`src/pidsq_defs.vh`:
```
// Purpose: Constants for the PID run-mode sequencer.
// Assumes: 125 MHz system clock; percent values use 0x4000 as 100 %.
// Notes:   Frequencies are signed 16-bit in 0.01 Hz steps.
`ifndef PIDSQ_DEFS_VH
`define PIDSQ_DEFS_VH

`define PIDSQ_CLK_NS          8
`define PIDSQ_TICK_NS         1000000
`define PIDSQ_TICK_CYCLES     (`PIDSQ_TICK_NS / `PIDSQ_CLK_NS)

`define PIDSQ_OFS_CTRL        8'h00
`define PIDSQ_OFS_MAXF        8'h04
`define PIDSQ_OFS_LIMIT       8'h08
`define PIDSQ_OFS_SU_FREQ     8'h0c
`define PIDSQ_OFS_SU_EXIT     8'h10
`define PIDSQ_OFS_SU_DLY      8'h14
`define PIDSQ_OFS_SL_DLY      8'h18
`define PIDSQ_OFS_SL_FREQ     8'h1c
`define PIDSQ_OFS_WAKE_LEV    8'h20
`define PIDSQ_OFS_BYP         8'h24
`define PIDSQ_OFS_STAT        8'h28
`define PIDSQ_OFS_ISTAT       8'h2c
`define PIDSQ_OFS_IMASK       8'h30
`define PIDSQ_OFS_FOUT        8'h34

`define PIDSQ_CTRL_RUN        0
`define PIDSQ_CTRL_SU_EN      1
`define PIDSQ_CTRL_REV        2
`define PIDSQ_CTRL_WMODE      4
`define PIDSQ_BYP_CODE        0
`define PIDSQ_BYP_TERM        8

`define PIDSQ_IRQ_TRIP        0
`define PIDSQ_IRQ_SLEEP       1
`define PIDSQ_IRQ_WAKE        2
`define PIDSQ_IRQ_BYP         3

`define PIDSQ_RST_CTRL        8'h00
`define PIDSQ_RST_MAXF        16'h1770
`define PIDSQ_RST_LIM_HI      16'h4000
`define PIDSQ_RST_LIM_LO      16'h0000
`define PIDSQ_RST_WORD        16'h0000
`define PIDSQ_RST_BYP         12'h000

`define PIDSQ_FUNC_OPENLOOP   8'h16
`define PIDSQ_FS_SHIFT        14
`define PIDSQ_N_TERM          11

`endif

```
`src/pidsq_hold_timer.v`:
```
// Purpose: Counts how long a condition has held without a break.
// Assumes: tick_i is a one-cycle pulse per time unit.
// Notes:   Any break in the condition restarts the count at zero.
`timescale 1ns/1ns
`default_nettype none

module pidsq_hold_timer (
    input  wire        clk_sys_i,
    input  wire        resetn_i,
    input  wire        tick_i,
    input  wire        hold_i,
    input  wire [15:0] limit_i,
    output reg         expired_o
);
    reg [15:0] count_reg;

    always @(posedge clk_sys_i or negedge resetn_i) begin
        if (!resetn_i) begin
            count_reg <= 16'h0000;
            expired_o <= 1'b0;
        end else if (!hold_i) begin
            count_reg <= 16'h0000;
            expired_o <= 1'b0;
        end else begin
            if (tick_i && count_reg != 16'hffff)
                count_reg <= count_reg + 16'h0001;
            expired_o <= (count_reg >= limit_i);
        end
    end
endmodule

`default_nettype wire

```
`src/pidsq_top.v`:
```
// Purpose: Run-mode sequencing around a PID process controller.
// Assumes: Percent and PID inputs come from logic on clk_sys_i.
// Notes:   Delay registers count 1 ms ticks; frequency is 0.01 Hz.
//
// Chosen here: the register addresses and register access over APB.
`timescale 1ns/1ns
`default_nettype none
`include "pidsq_defs.vh"

// Summary of operation
// - PID output is signed, clamped between upper and lower output limits.
// - 100 percent maps to the configured maximum output frequency.
// - In open-loop operation the reference percent is scaled to the maximum frequency.
// - Startup phase holds target frequency until feedback passes exit level.
// - Feedback at or below exit level for the startup delay trips and stops output.
// - Frequency below sleep frequency for the sleep delay enters sleep.
// - Wake mode 0 resumes when feedback falls below wake level.
// - Wake mode 1 resumes when feedback rises above wake level.
// - Wake mode 2 resumes when reference minus feedback exceeds wake level.
// - Terminal with function 22 forces general operation while asserted, except in trip or with run off.
// - Without reverse enable the PID frequency never goes below zero.
module pidsq_top #(
    parameter TICK_CYCLES = `PIDSQ_TICK_CYCLES
) (
    input  wire        clk_sys_i,
    input  wire        resetn_i,
    input  wire        psel_i,
    input  wire        penable_i,
    input  wire        pwrite_i,
    input  wire [7:0]  paddr_i,
    input  wire [31:0] pwdata_i,
    output reg  [31:0] prdata_o,
    output reg         pready_o,
    output reg         pslverr_o,
    input  wire [10:0] multi_function_inputs_i,
    input  wire [15:0] reference_pct_i,
    input  wire [15:0] feedback_pct_i,
    input  wire [15:0] pid_output_pct_i,
    output reg  [15:0] freq_cmd_o,
    output reg         running_o,
    output reg         startup_trip_o,
    output reg         sleeping_o,
    output reg         bypass_active_o,
    output reg         irq_o
);
    localparam [2:0] ST_IDLE    = 3'h0;
    localparam [2:0] ST_STARTUP = 3'h1;
    localparam [2:0] ST_PID     = 3'h2;
    localparam [2:0] ST_SLEEP   = 3'h3;
    localparam [2:0] ST_BYPASS  = 3'h4;
    localparam [2:0] ST_TRIP    = 3'h5;

    // Percent times fmax, full scale 0x4000; overrange inputs wrap
    function [15:0] pct_to_hz;
        input [15:0] pct;
        input [15:0] fmax;
        reg signed [32:0] prod;
        begin
            prod = $signed(pct) * $signed({1'b0, fmax});
            pct_to_hz = prod[29:14];
        end
    endfunction

    function signed [15:0] clamp16;
        input signed [15:0] v;
        input signed [15:0] lo;
        input signed [15:0] hi;
        begin
            if (v > hi)
                clamp16 = hi;
            else if (v < lo)
                clamp16 = lo;
            else
                clamp16 = v;
        end
    endfunction

    reg [7:0]  ctrl_reg;
    reg [15:0] maxf_reg;
    reg [15:0] lim_hi_reg;
    reg [15:0] lim_lo_reg;
    reg [15:0] su_freq_reg;
    reg [15:0] su_exit_reg;
    reg [15:0] su_dly_reg;
    reg [15:0] sl_dly_reg;
    reg [15:0] sl_freq_reg;
    reg [15:0] wake_lev_reg;
    reg [11:0] byp_reg;
    reg [3:0]  istat_reg;
    reg [3:0]  imask_reg;
    reg [2:0]  state_reg;
    reg [31:0] tick_cnt_reg;
    reg        tick_reg;
    reg [10:0] mfi_meta_reg;
    reg [10:0] mfi_sync_reg;

    reg [2:0]  state_next;
    reg [15:0] freq_next;
    reg [3:0]  evt_next;
    reg [3:0]  istat_next;
    reg [31:0] rdata_next;
    reg        hit_next;

    wire       run_en   = ctrl_reg[`PIDSQ_CTRL_RUN];
    wire       su_en    = ctrl_reg[`PIDSQ_CTRL_SU_EN];
    wire       rev_en   = ctrl_reg[`PIDSQ_CTRL_REV];
    wire [1:0] wake_sel = ctrl_reg[`PIDSQ_CTRL_WMODE +: 2];

    wire signed [15:0] ref_s = reference_pct_i;
    wire signed [15:0] fb_s  = feedback_pct_i;
    wire signed [15:0] pid_s = pid_output_pct_i;
    wire signed [15:0] err_s = ref_s - fb_s;

    // Negative lower limit is only honoured when reverse is allowed
    wire signed [15:0] lim_lo_eff =
        (!rev_en && $signed(lim_lo_reg) < 0) ? 16'sh0000 : $signed(lim_lo_reg);

    wire signed [15:0] pid_clamped =
        clamp16(pid_s, lim_lo_eff, $signed(lim_hi_reg));
    wire signed [15:0] pid_hz_raw = pct_to_hz(pid_clamped, maxf_reg);
    wire signed [15:0] pid_hz =
        (!rev_en && pid_hz_raw < 0) ? 16'sh0000 : pid_hz_raw;
    wire signed [15:0] open_hz = pct_to_hz(ref_s, maxf_reg);

    wire [3:0] byp_term = byp_reg[`PIDSQ_BYP_TERM +: 4];
    wire       byp_term_ok = byp_term < `PIDSQ_N_TERM;
    wire       byp_req =
        (byp_reg[`PIDSQ_BYP_CODE +: 8] == `PIDSQ_FUNC_OPENLOOP) &&
        byp_term_ok && mfi_sync_reg[byp_term];

    wire fb_passed = fb_s > $signed(su_exit_reg);
    wire su_hold   = (state_reg == ST_STARTUP) && !fb_passed;
    wire sl_hold   = (state_reg == ST_PID) &&
                     (pid_hz < $signed(sl_freq_reg));
    wire su_expired;
    wire sl_expired;

    reg wake_hit;
    always @* begin
        case (wake_sel)
            2'h0: wake_hit = fb_s < $signed(wake_lev_reg);
            2'h1: wake_hit = fb_s > $signed(wake_lev_reg);
            2'h2: wake_hit = err_s > $signed(wake_lev_reg);
            default: wake_hit = 1'b0;
        endcase
    end

    // Delay timers; a break in the condition restarts them
    pidsq_hold_timer u_su_timer (
        .clk_sys_i (clk_sys_i),
        .resetn_i  (resetn_i),
        .tick_i    (tick_reg),
        .hold_i    (su_hold),
        .limit_i   (su_dly_reg),
        .expired_o (su_expired)
    );

    pidsq_hold_timer u_sl_timer (
        .clk_sys_i (clk_sys_i),
        .resetn_i  (resetn_i),
        .tick_i    (tick_reg),
        .hold_i    (sl_hold),
        .limit_i   (sl_dly_reg),
        .expired_o (sl_expired)
    );

    always @* begin
        state_next = state_reg;
        evt_next   = 4'h0;
        if (!run_en) begin
            state_next = ST_IDLE;
        end else begin
            case (state_reg)
                ST_IDLE: begin
                    if (byp_req)
                        state_next = ST_BYPASS;
                    else if (su_en)
                        state_next = ST_STARTUP;
                    else
                        state_next = ST_PID;
                end
                ST_STARTUP: begin
                    if (su_expired) begin
                        state_next = ST_TRIP;
                        evt_next[`PIDSQ_IRQ_TRIP] = 1'b1;
                    end else if (byp_req) begin
                        state_next = ST_BYPASS;
                        evt_next[`PIDSQ_IRQ_BYP] = 1'b1;
                    end else if (fb_passed) begin
                        state_next = ST_PID;
                    end
                end
                ST_PID: begin
                    if (byp_req) begin
                        state_next = ST_BYPASS;
                        evt_next[`PIDSQ_IRQ_BYP] = 1'b1;
                    end else if (sl_expired) begin
                        state_next = ST_SLEEP;
                        evt_next[`PIDSQ_IRQ_SLEEP] = 1'b1;
                    end
                end
                ST_SLEEP: begin
                    if (byp_req) begin
                        state_next = ST_BYPASS;
                        evt_next[`PIDSQ_IRQ_BYP] = 1'b1;
                    end else if (wake_hit) begin
                        state_next = ST_PID;
                        evt_next[`PIDSQ_IRQ_WAKE] = 1'b1;
                    end
                end
                ST_BYPASS: begin
                    if (!byp_req) begin
                        state_next = ST_PID;
                        evt_next[`PIDSQ_IRQ_BYP] = 1'b1;
                    end
                end
                ST_TRIP: state_next = ST_TRIP;
                default: state_next = ST_IDLE;
            endcase
        end
    end

    // Output follows the state being entered, so it never lags a stop
    always @* begin
        case (state_next)
            ST_STARTUP: freq_next = su_freq_reg;
            ST_PID:     freq_next = pid_hz;
            ST_BYPASS:  freq_next = open_hz;
            default:    freq_next = 16'h0000;
        endcase
    end

    // APB decode
    wire apb_setup = psel_i && !penable_i;
    wire apb_wr    = psel_i && penable_i && pready_o && pwrite_i;
    wire w1c_hit   = apb_wr && paddr_i == `PIDSQ_OFS_ISTAT;

    always @* begin
        hit_next   = 1'b1;
        rdata_next = 32'h0000_0000;
        case (paddr_i)
            `PIDSQ_OFS_CTRL:     rdata_next[7:0]  = ctrl_reg;
            `PIDSQ_OFS_MAXF:     rdata_next[15:0] = maxf_reg;
            `PIDSQ_OFS_LIMIT:    rdata_next = {lim_hi_reg, lim_lo_reg};
            `PIDSQ_OFS_SU_FREQ:  rdata_next[15:0] = su_freq_reg;
            `PIDSQ_OFS_SU_EXIT:  rdata_next[15:0] = su_exit_reg;
            `PIDSQ_OFS_SU_DLY:   rdata_next[15:0] = su_dly_reg;
            `PIDSQ_OFS_SL_DLY:   rdata_next[15:0] = sl_dly_reg;
            `PIDSQ_OFS_SL_FREQ:  rdata_next[15:0] = sl_freq_reg;
            `PIDSQ_OFS_WAKE_LEV: rdata_next[15:0] = wake_lev_reg;
            `PIDSQ_OFS_BYP:      rdata_next[11:0] = byp_reg;
            `PIDSQ_OFS_STAT:     rdata_next[3:0]  = {byp_req, state_reg};
            `PIDSQ_OFS_ISTAT:    rdata_next[3:0]  = istat_reg;
            `PIDSQ_OFS_IMASK:    rdata_next[3:0]  = imask_reg;
            `PIDSQ_OFS_FOUT:     rdata_next[15:0] = freq_cmd_o;
            default:             hit_next = 1'b0;
        endcase
    end

    // New events win over a same-cycle write-one-to-clear
    always @* begin
        istat_next = istat_reg;
        if (w1c_hit)
            istat_next = istat_next & ~pwdata_i[3:0];
        istat_next = istat_next | evt_next;
    end

    // Answer one cycle after setup; data captured at setup
    always @(posedge clk_sys_i or negedge resetn_i) begin
        if (!resetn_i) begin
            pready_o  <= 1'b0;
            pslverr_o <= 1'b0;
            prdata_o  <= 32'h0000_0000;
        end else begin
            pready_o  <= apb_setup;
            pslverr_o <= apb_setup && !hit_next;
            if (apb_setup && !pwrite_i)
                prdata_o <= rdata_next;
        end
    end

    always @(posedge clk_sys_i or negedge resetn_i) begin
        if (!resetn_i) begin
            ctrl_reg     <= `PIDSQ_RST_CTRL;
            maxf_reg     <= `PIDSQ_RST_MAXF;
            lim_hi_reg   <= `PIDSQ_RST_LIM_HI;
            lim_lo_reg   <= `PIDSQ_RST_LIM_LO;
            su_freq_reg  <= `PIDSQ_RST_WORD;
            su_exit_reg  <= `PIDSQ_RST_WORD;
            su_dly_reg   <= `PIDSQ_RST_WORD;
            sl_dly_reg   <= `PIDSQ_RST_WORD;
            sl_freq_reg  <= `PIDSQ_RST_WORD;
            wake_lev_reg <= `PIDSQ_RST_WORD;
            byp_reg      <= `PIDSQ_RST_BYP;
            imask_reg    <= 4'h0;
        end else if (apb_wr) begin
            case (paddr_i)
                `PIDSQ_OFS_CTRL:     ctrl_reg     <= pwdata_i[7:0];
                `PIDSQ_OFS_MAXF:     maxf_reg     <= pwdata_i[15:0];
                `PIDSQ_OFS_LIMIT: begin
                    lim_hi_reg <= pwdata_i[31:16];
                    lim_lo_reg <= pwdata_i[15:0];
                end
                `PIDSQ_OFS_SU_FREQ:  su_freq_reg  <= pwdata_i[15:0];
                `PIDSQ_OFS_SU_EXIT:  su_exit_reg  <= pwdata_i[15:0];
                `PIDSQ_OFS_SU_DLY:   su_dly_reg   <= pwdata_i[15:0];
                `PIDSQ_OFS_SL_DLY:   sl_dly_reg   <= pwdata_i[15:0];
                `PIDSQ_OFS_SL_FREQ:  sl_freq_reg  <= pwdata_i[15:0];
                `PIDSQ_OFS_WAKE_LEV: wake_lev_reg <= pwdata_i[15:0];
                `PIDSQ_OFS_BYP:      byp_reg      <= pwdata_i[11:0];
                `PIDSQ_OFS_IMASK:    imask_reg    <= pwdata_i[3:0];
                default:             imask_reg    <= imask_reg;
            endcase
        end
    end

    // Terminal pins are asynchronous to the system clock
    always @(posedge clk_sys_i or negedge resetn_i) begin
        if (!resetn_i) begin
            mfi_meta_reg <= 11'h000;
            mfi_sync_reg <= 11'h000;
        end else begin
            mfi_meta_reg <= multi_function_inputs_i;
            mfi_sync_reg <= mfi_meta_reg;
        end
    end

    // 1 ms tick for the delay timers
    always @(posedge clk_sys_i or negedge resetn_i) begin
        if (!resetn_i) begin
            tick_cnt_reg <= 32'h0000_0000;
            tick_reg     <= 1'b0;
        end else if (tick_cnt_reg >= TICK_CYCLES - 1) begin
            tick_cnt_reg <= 32'h0000_0000;
            tick_reg     <= 1'b1;
        end else begin
            tick_cnt_reg <= tick_cnt_reg + 32'h0000_0001;
            tick_reg     <= 1'b0;
        end
    end

    always @(posedge clk_sys_i or negedge resetn_i) begin
        if (!resetn_i) begin
            state_reg       <= ST_IDLE;
            istat_reg       <= 4'h0;
            freq_cmd_o      <= 16'h0000;
            running_o       <= 1'b0;
            startup_trip_o  <= 1'b0;
            sleeping_o      <= 1'b0;
            bypass_active_o <= 1'b0;
            irq_o           <= 1'b0;
        end else begin
            state_reg       <= state_next;
            istat_reg       <= istat_next;
            freq_cmd_o      <= freq_next;
            running_o       <= state_next == ST_STARTUP || state_next == ST_PID ||
                               state_next == ST_BYPASS;
            startup_trip_o  <= state_next == ST_TRIP;
            sleeping_o      <= state_next == ST_SLEEP;
            bypass_active_o <= state_next == ST_BYPASS;
            irq_o           <= |(istat_next & imask_reg);
        end
    end
endmodule

`default_nettype wire
```
`config.mk`:
```
export PLATFORM = sky130hd
export DESIGN_NAME = pidsq_top
export DESIGN_NICKNAME = d
export VERILOG_FILES = /design/src/pidsq_hold_timer.v /design/src/pidsq_top.v
export VERILOG_INCLUDE_DIRS = /design/src
export SDC_FILE = /design/constraint.sdc
export NUM_CORES = 2
export LEC_CHECK = 0
export BUFFER_PORTS_ARGS = -buffer_cell sky130_fd_sc_hd__buf_2
export CORE_ASPECT_RATIO = 2
export CORE_MARGIN = 4
export CORE_UTILIZATION = 55
export CTS_CLUSTER_DIAMETER = 40
export DETAILED_ROUTE_END_ITERATION = 10
export PLACE_DENSITY = 0.73
export RECOVER_POWER = 100
export SYNTH_ARGS = -nofsm -noshare
export SYNTH_HDL_FRONTEND = slang
export SYNTH_HIERARCHICAL = 1
export SYNTH_SLANG_ARGS = --single-unit
```
`constraint.sdc`:
```
create_clock -name clk_sys_i -period 26.3 [get_ports clk_sys_i]
set_input_delay 0 -clock clk_sys_i [delete_from_list [all_inputs] [get_ports clk_sys_i]]
set_output_delay 0 -clock clk_sys_i [all_outputs]
set_load 0.005 [all_outputs]
```
==> out/results.tsv <==
stage	metric	value	unit
grt	first-pass GRT wire length	169000	um
synth	Yosys reg bits	319	
sta	worst rel slew slack	-299	%
floorplan	die area	66300	um^2
placement	global placer's final weighted congestion	1.03	
synth	ys flop type	dfrtp_1	
route	Iter 0 DRT Violations	1936	
pwr	Clock power frac	36.8	%
clock_network	Sink Count	319	
sta	RSZ-0062 raised after global routing	no	
setup_path	Crit. End Element	flip-flop	
clock_network	clk slew on worst S/H paths	0.08	ns
setup_path	CP Launch Type	flip-flop	
grt	initial antenna violation count	3	
synth	Syn Area/Cell	9.50	um^2
placement	PortBufs	158	
floorplan	# rows	128	
synth	Mapped Area	34100	um^2
sta	Final Hold Vio Count	0	
clock_network	Clock Path Buffers	3	
sta	WHS	0.0200	ns
setup_path	Crit path largest cell delay	1.00	ns
cells_and_area	layout cells sized above 1	11.0	%
pwr	Leak Pwr	18.0	nW
grt	gr usage total	33.7	%
placement	DPL Wire Length	85400	um
route	Routed Antenna Nets	0	
floorplan	Starting Density	55.7	%
setup_path	Worst EP arrival	13.65	ns
setup_path	crit path buf inv count	4	
floorplan	die width	184	um
setup_path	CP Data Required Time	26.78	ns
sta	Final min period	13.17	ns
clock_network	CTS Buf Count	26	
cells_and_area	Area Overhead vs Synth	8.31	%
flow_run	total of max-cap violations	7	
sta	clk_skew	0.0340	ns
synth	Ys Warns	6	
cells_and_area	sequential cell area	7990	um^2
placement	Placement Cell Area	35700	um^2
setup_path	CP max-delay cell	a21oi_1	
route	total wire length	110000	um
min_path	min-delay worst type	in2reg	
sta	Slew @ Worst Pin	5.98	ns
floorplan	core area	61200	um^2
pwr	Final Power	1.08	mW
setup_path	kind of critical path	reg2reg	
cells_and_area	fin nets	4572	
floorplan	top-level I/O count	159	
pwr	sw frac	30.3	%
setup_path	CP top delay family	adder cells	
synth	FFs w/ async S/R, synth	100	%
sta	Post-Route Setup TNS	0	ns
grt	vias in the first global route	29661	
synth	EDFF count, synth	0	
synth	share of the synthesized area in the top cell type	22.8	%
cells_and_area	most frequent cells in the layout	inv_1 (627), nand2_1 (428), fa_1 (387)	
cells_and_area	Finished Cell Area	36900	um^2
sta	Achievable Freq	75.9	MHz
pwr	Cell Int Power	0.753	mW
sta	Final Max Tran Viols	416	
route	via count	27405	
clock_network	H-Tree Depth	1	
pwr	Peak VDD IR	0.0000632	V
pwr	sequential power share	46.5	%
cells_and_area	Filler Cell Count	5335	
pwr	P_sw	0.327	mW
synth	top cells by area, synth	dfrtp_1 (23%), fa_1 (23%), ha_1 (13%), inv_1 (6.9%), mux2_2 (5.6%)	
sta	Setup-failing EPs final	0	
route	via-per-instance ratio	6.04	
route	1st-pass router iterations	7	
run_status	violated checks	max-capacitance violations, max-slew violations	
clock_network	CTS tree	done	
route	drt drc	0	
synth	sequential area share after synthesis	23.4	%
setup_path	crit-path max FO	19	
grt	largest net degree at the start of global routing	118	
pwr	combinational power share	16.7	%
cells_and_area	most common cell after layout, fill and taps aside	inv_1	
clock_network	root buf cell	clkbuf_16	
setup_path	crit-path most repeated cell	fa_1	
clock_network	Post-CTS Setup Bufs	0	
sta	Final period util	50.1	%
grt	gr ovfl total	0	
synth	Yosys cell types	83	
floorplan	Die Y	360	um
route	WL/cell	24.3	um
clock_network	clk_lat worst skew	0.60	ns
run_status	outcome	finished, violations left	
cells_and_area	footprint of the multi-input gates	23200	um^2
synth	Syn Inst Count	3589	
pwr	Power Dens Cells	29.2	nW/um^2
synth	Synth area leader	dfrtp_1	
[timing repair]
action | CTS | global route
hold buffers | 45 | 0
hold endpoints to repair | 262 | 0
gates resized for setup | 0 | 0
[path summary, 6_finish.rpt]
path                                      start                       to  cells past startpoint  slack (ns)
worst max-delay path                ctrl_reg[2]  u_sl_timer/count_reg[8]                     39       13.13
worst min-delay path                   pwrite_i              prdata_o[2]                      4        0.02
worst max register to register      ctrl_reg[2]  u_sl_timer/count_reg[8]                     39       13.13
worst min register to register  mfi_meta_reg[0]          mfi_sync_reg[0]                      0        0.35
max in group asynchronous              resetn_i           su_exit_reg[8]                      4       16.08
min in group asynchronous              resetn_i             prdata_o[31]                      2        2.18
[layout make-up]
class,instances,area share (%)
inverter,627,6.37
tap,780,2.64
antenna,1,0.00678
clock inverter,19,0.461
clock buffer,29,1.82
multi-input combinational,2509,62.9
timing repair buffer,252,4.10
sequential,319,21.6
[routing by layer]
| metal | vias to the layer above | track usage, % | part of all wire [%] |
|---|---|---|---|
| li1 | 12017 | - | - |
| met1 | 13747 | 33.5 | 31 |
| met2 | 1126 | 59.1 | 51 |
| met3 | 511 | 5.78 | 6.2 |
| met4 | 4 | 29.3 | 12 |
| met5 | - | 0 | 0.021 |
[power groups by stage]
stage | clock network, mW | registers [mW] | logic [mW]
after CTS | 0.401 | 0.501 | 0.181
after global routing | 0.421 | 0.502 | 0.200
final | 0.398 | 0.502 | 0.181
after detailed placement | 0 | 0.511 | 0.174
after global placement | 0 | 0.511 | 0.171
after floorplan | 0 | 0.508 | 0.101
[synthesized netlist by cell type (9+ instances only)]
| library cell | number |
|---|---|
| clkbuf_1 | 135 |
| nor4_1 | 11 |
| a22oi_1 | 21 |
| buf_1 | 9 |
| ha_1 | 346 |
| nand3_1 | 65 |
| nor2b_1 | 62 |
| nand4_1 | 30 |
| a31oi_1 | 17 |
| a22o_1 | 10 |
| a21o_1 | 40 |
| and3_1 | 13 |
| nor3_1 | 28 |
| mux2_2 | 171 |
| mux2i_1 | 12 |
| a222oi_1 | 41 |
| o21ai_0 | 73 |
| o31ai_1 | 17 |
| o21bai_1 | 10 |
| xnor2_1 | 43 |
| a21oi_1 | 133 |
| nand2_1 | 428 |
| inv_1 | 627 |
| or3_1 | 17 |
| a41oi_1 | 11 |
| or2_2 | 13 |
| xor2_1 | 23 |
| fa_1 | 387 |
| and2_1 | 175 |
| dfrtp_1 | 311 |
| nand2b_1 | 35 |
| a311oi_1 | 9 |
| nor2_1 | 117 |
| or4_1 | 15 |
| a221oi_1 | 9 |
[stage by stage]
stage / worst slack (ns) / util, % / std cells
2_1_floorplan: 15.50 / - / 3603
3_3_place_gp: 14.11 / 58.4 / 4442
3_5_place_dp: 13.90 / 58.4 / 4442
5_1_grt: 12.10 / 60.4 / 4535
6_report: 13.13 / 60.4 / 4536
4_1_cts: 13.86 / 60.5 / 4535
[cell families after synthesis]
family / synth area share [%]
simple gates: 15.1
buf+inv: 8.56
fa+ha+maj: 35.4
compound gates: 9.53
flops: 23.4
mux: 6.13
xor+xnor: 1.76
other cells: 0.0110
[worst reg2reg max path: cells and delay by family (launching register included)]
| kind | cells | cell delay [ns] |
|---|---|---|
| muxes | 1 | 0.75 |
| adders and majority gates | 9 | 4.24 |
| buffers and inverters | 4 | 0.62 |
| and+or+nand+nor | 14 | 3.16 |
| DFF | 1 | 0.49 |
| AOI/OAI and AO/OA | 11 | 3.82 |
No activity file was read; power rests on OpenSTA's default activity.
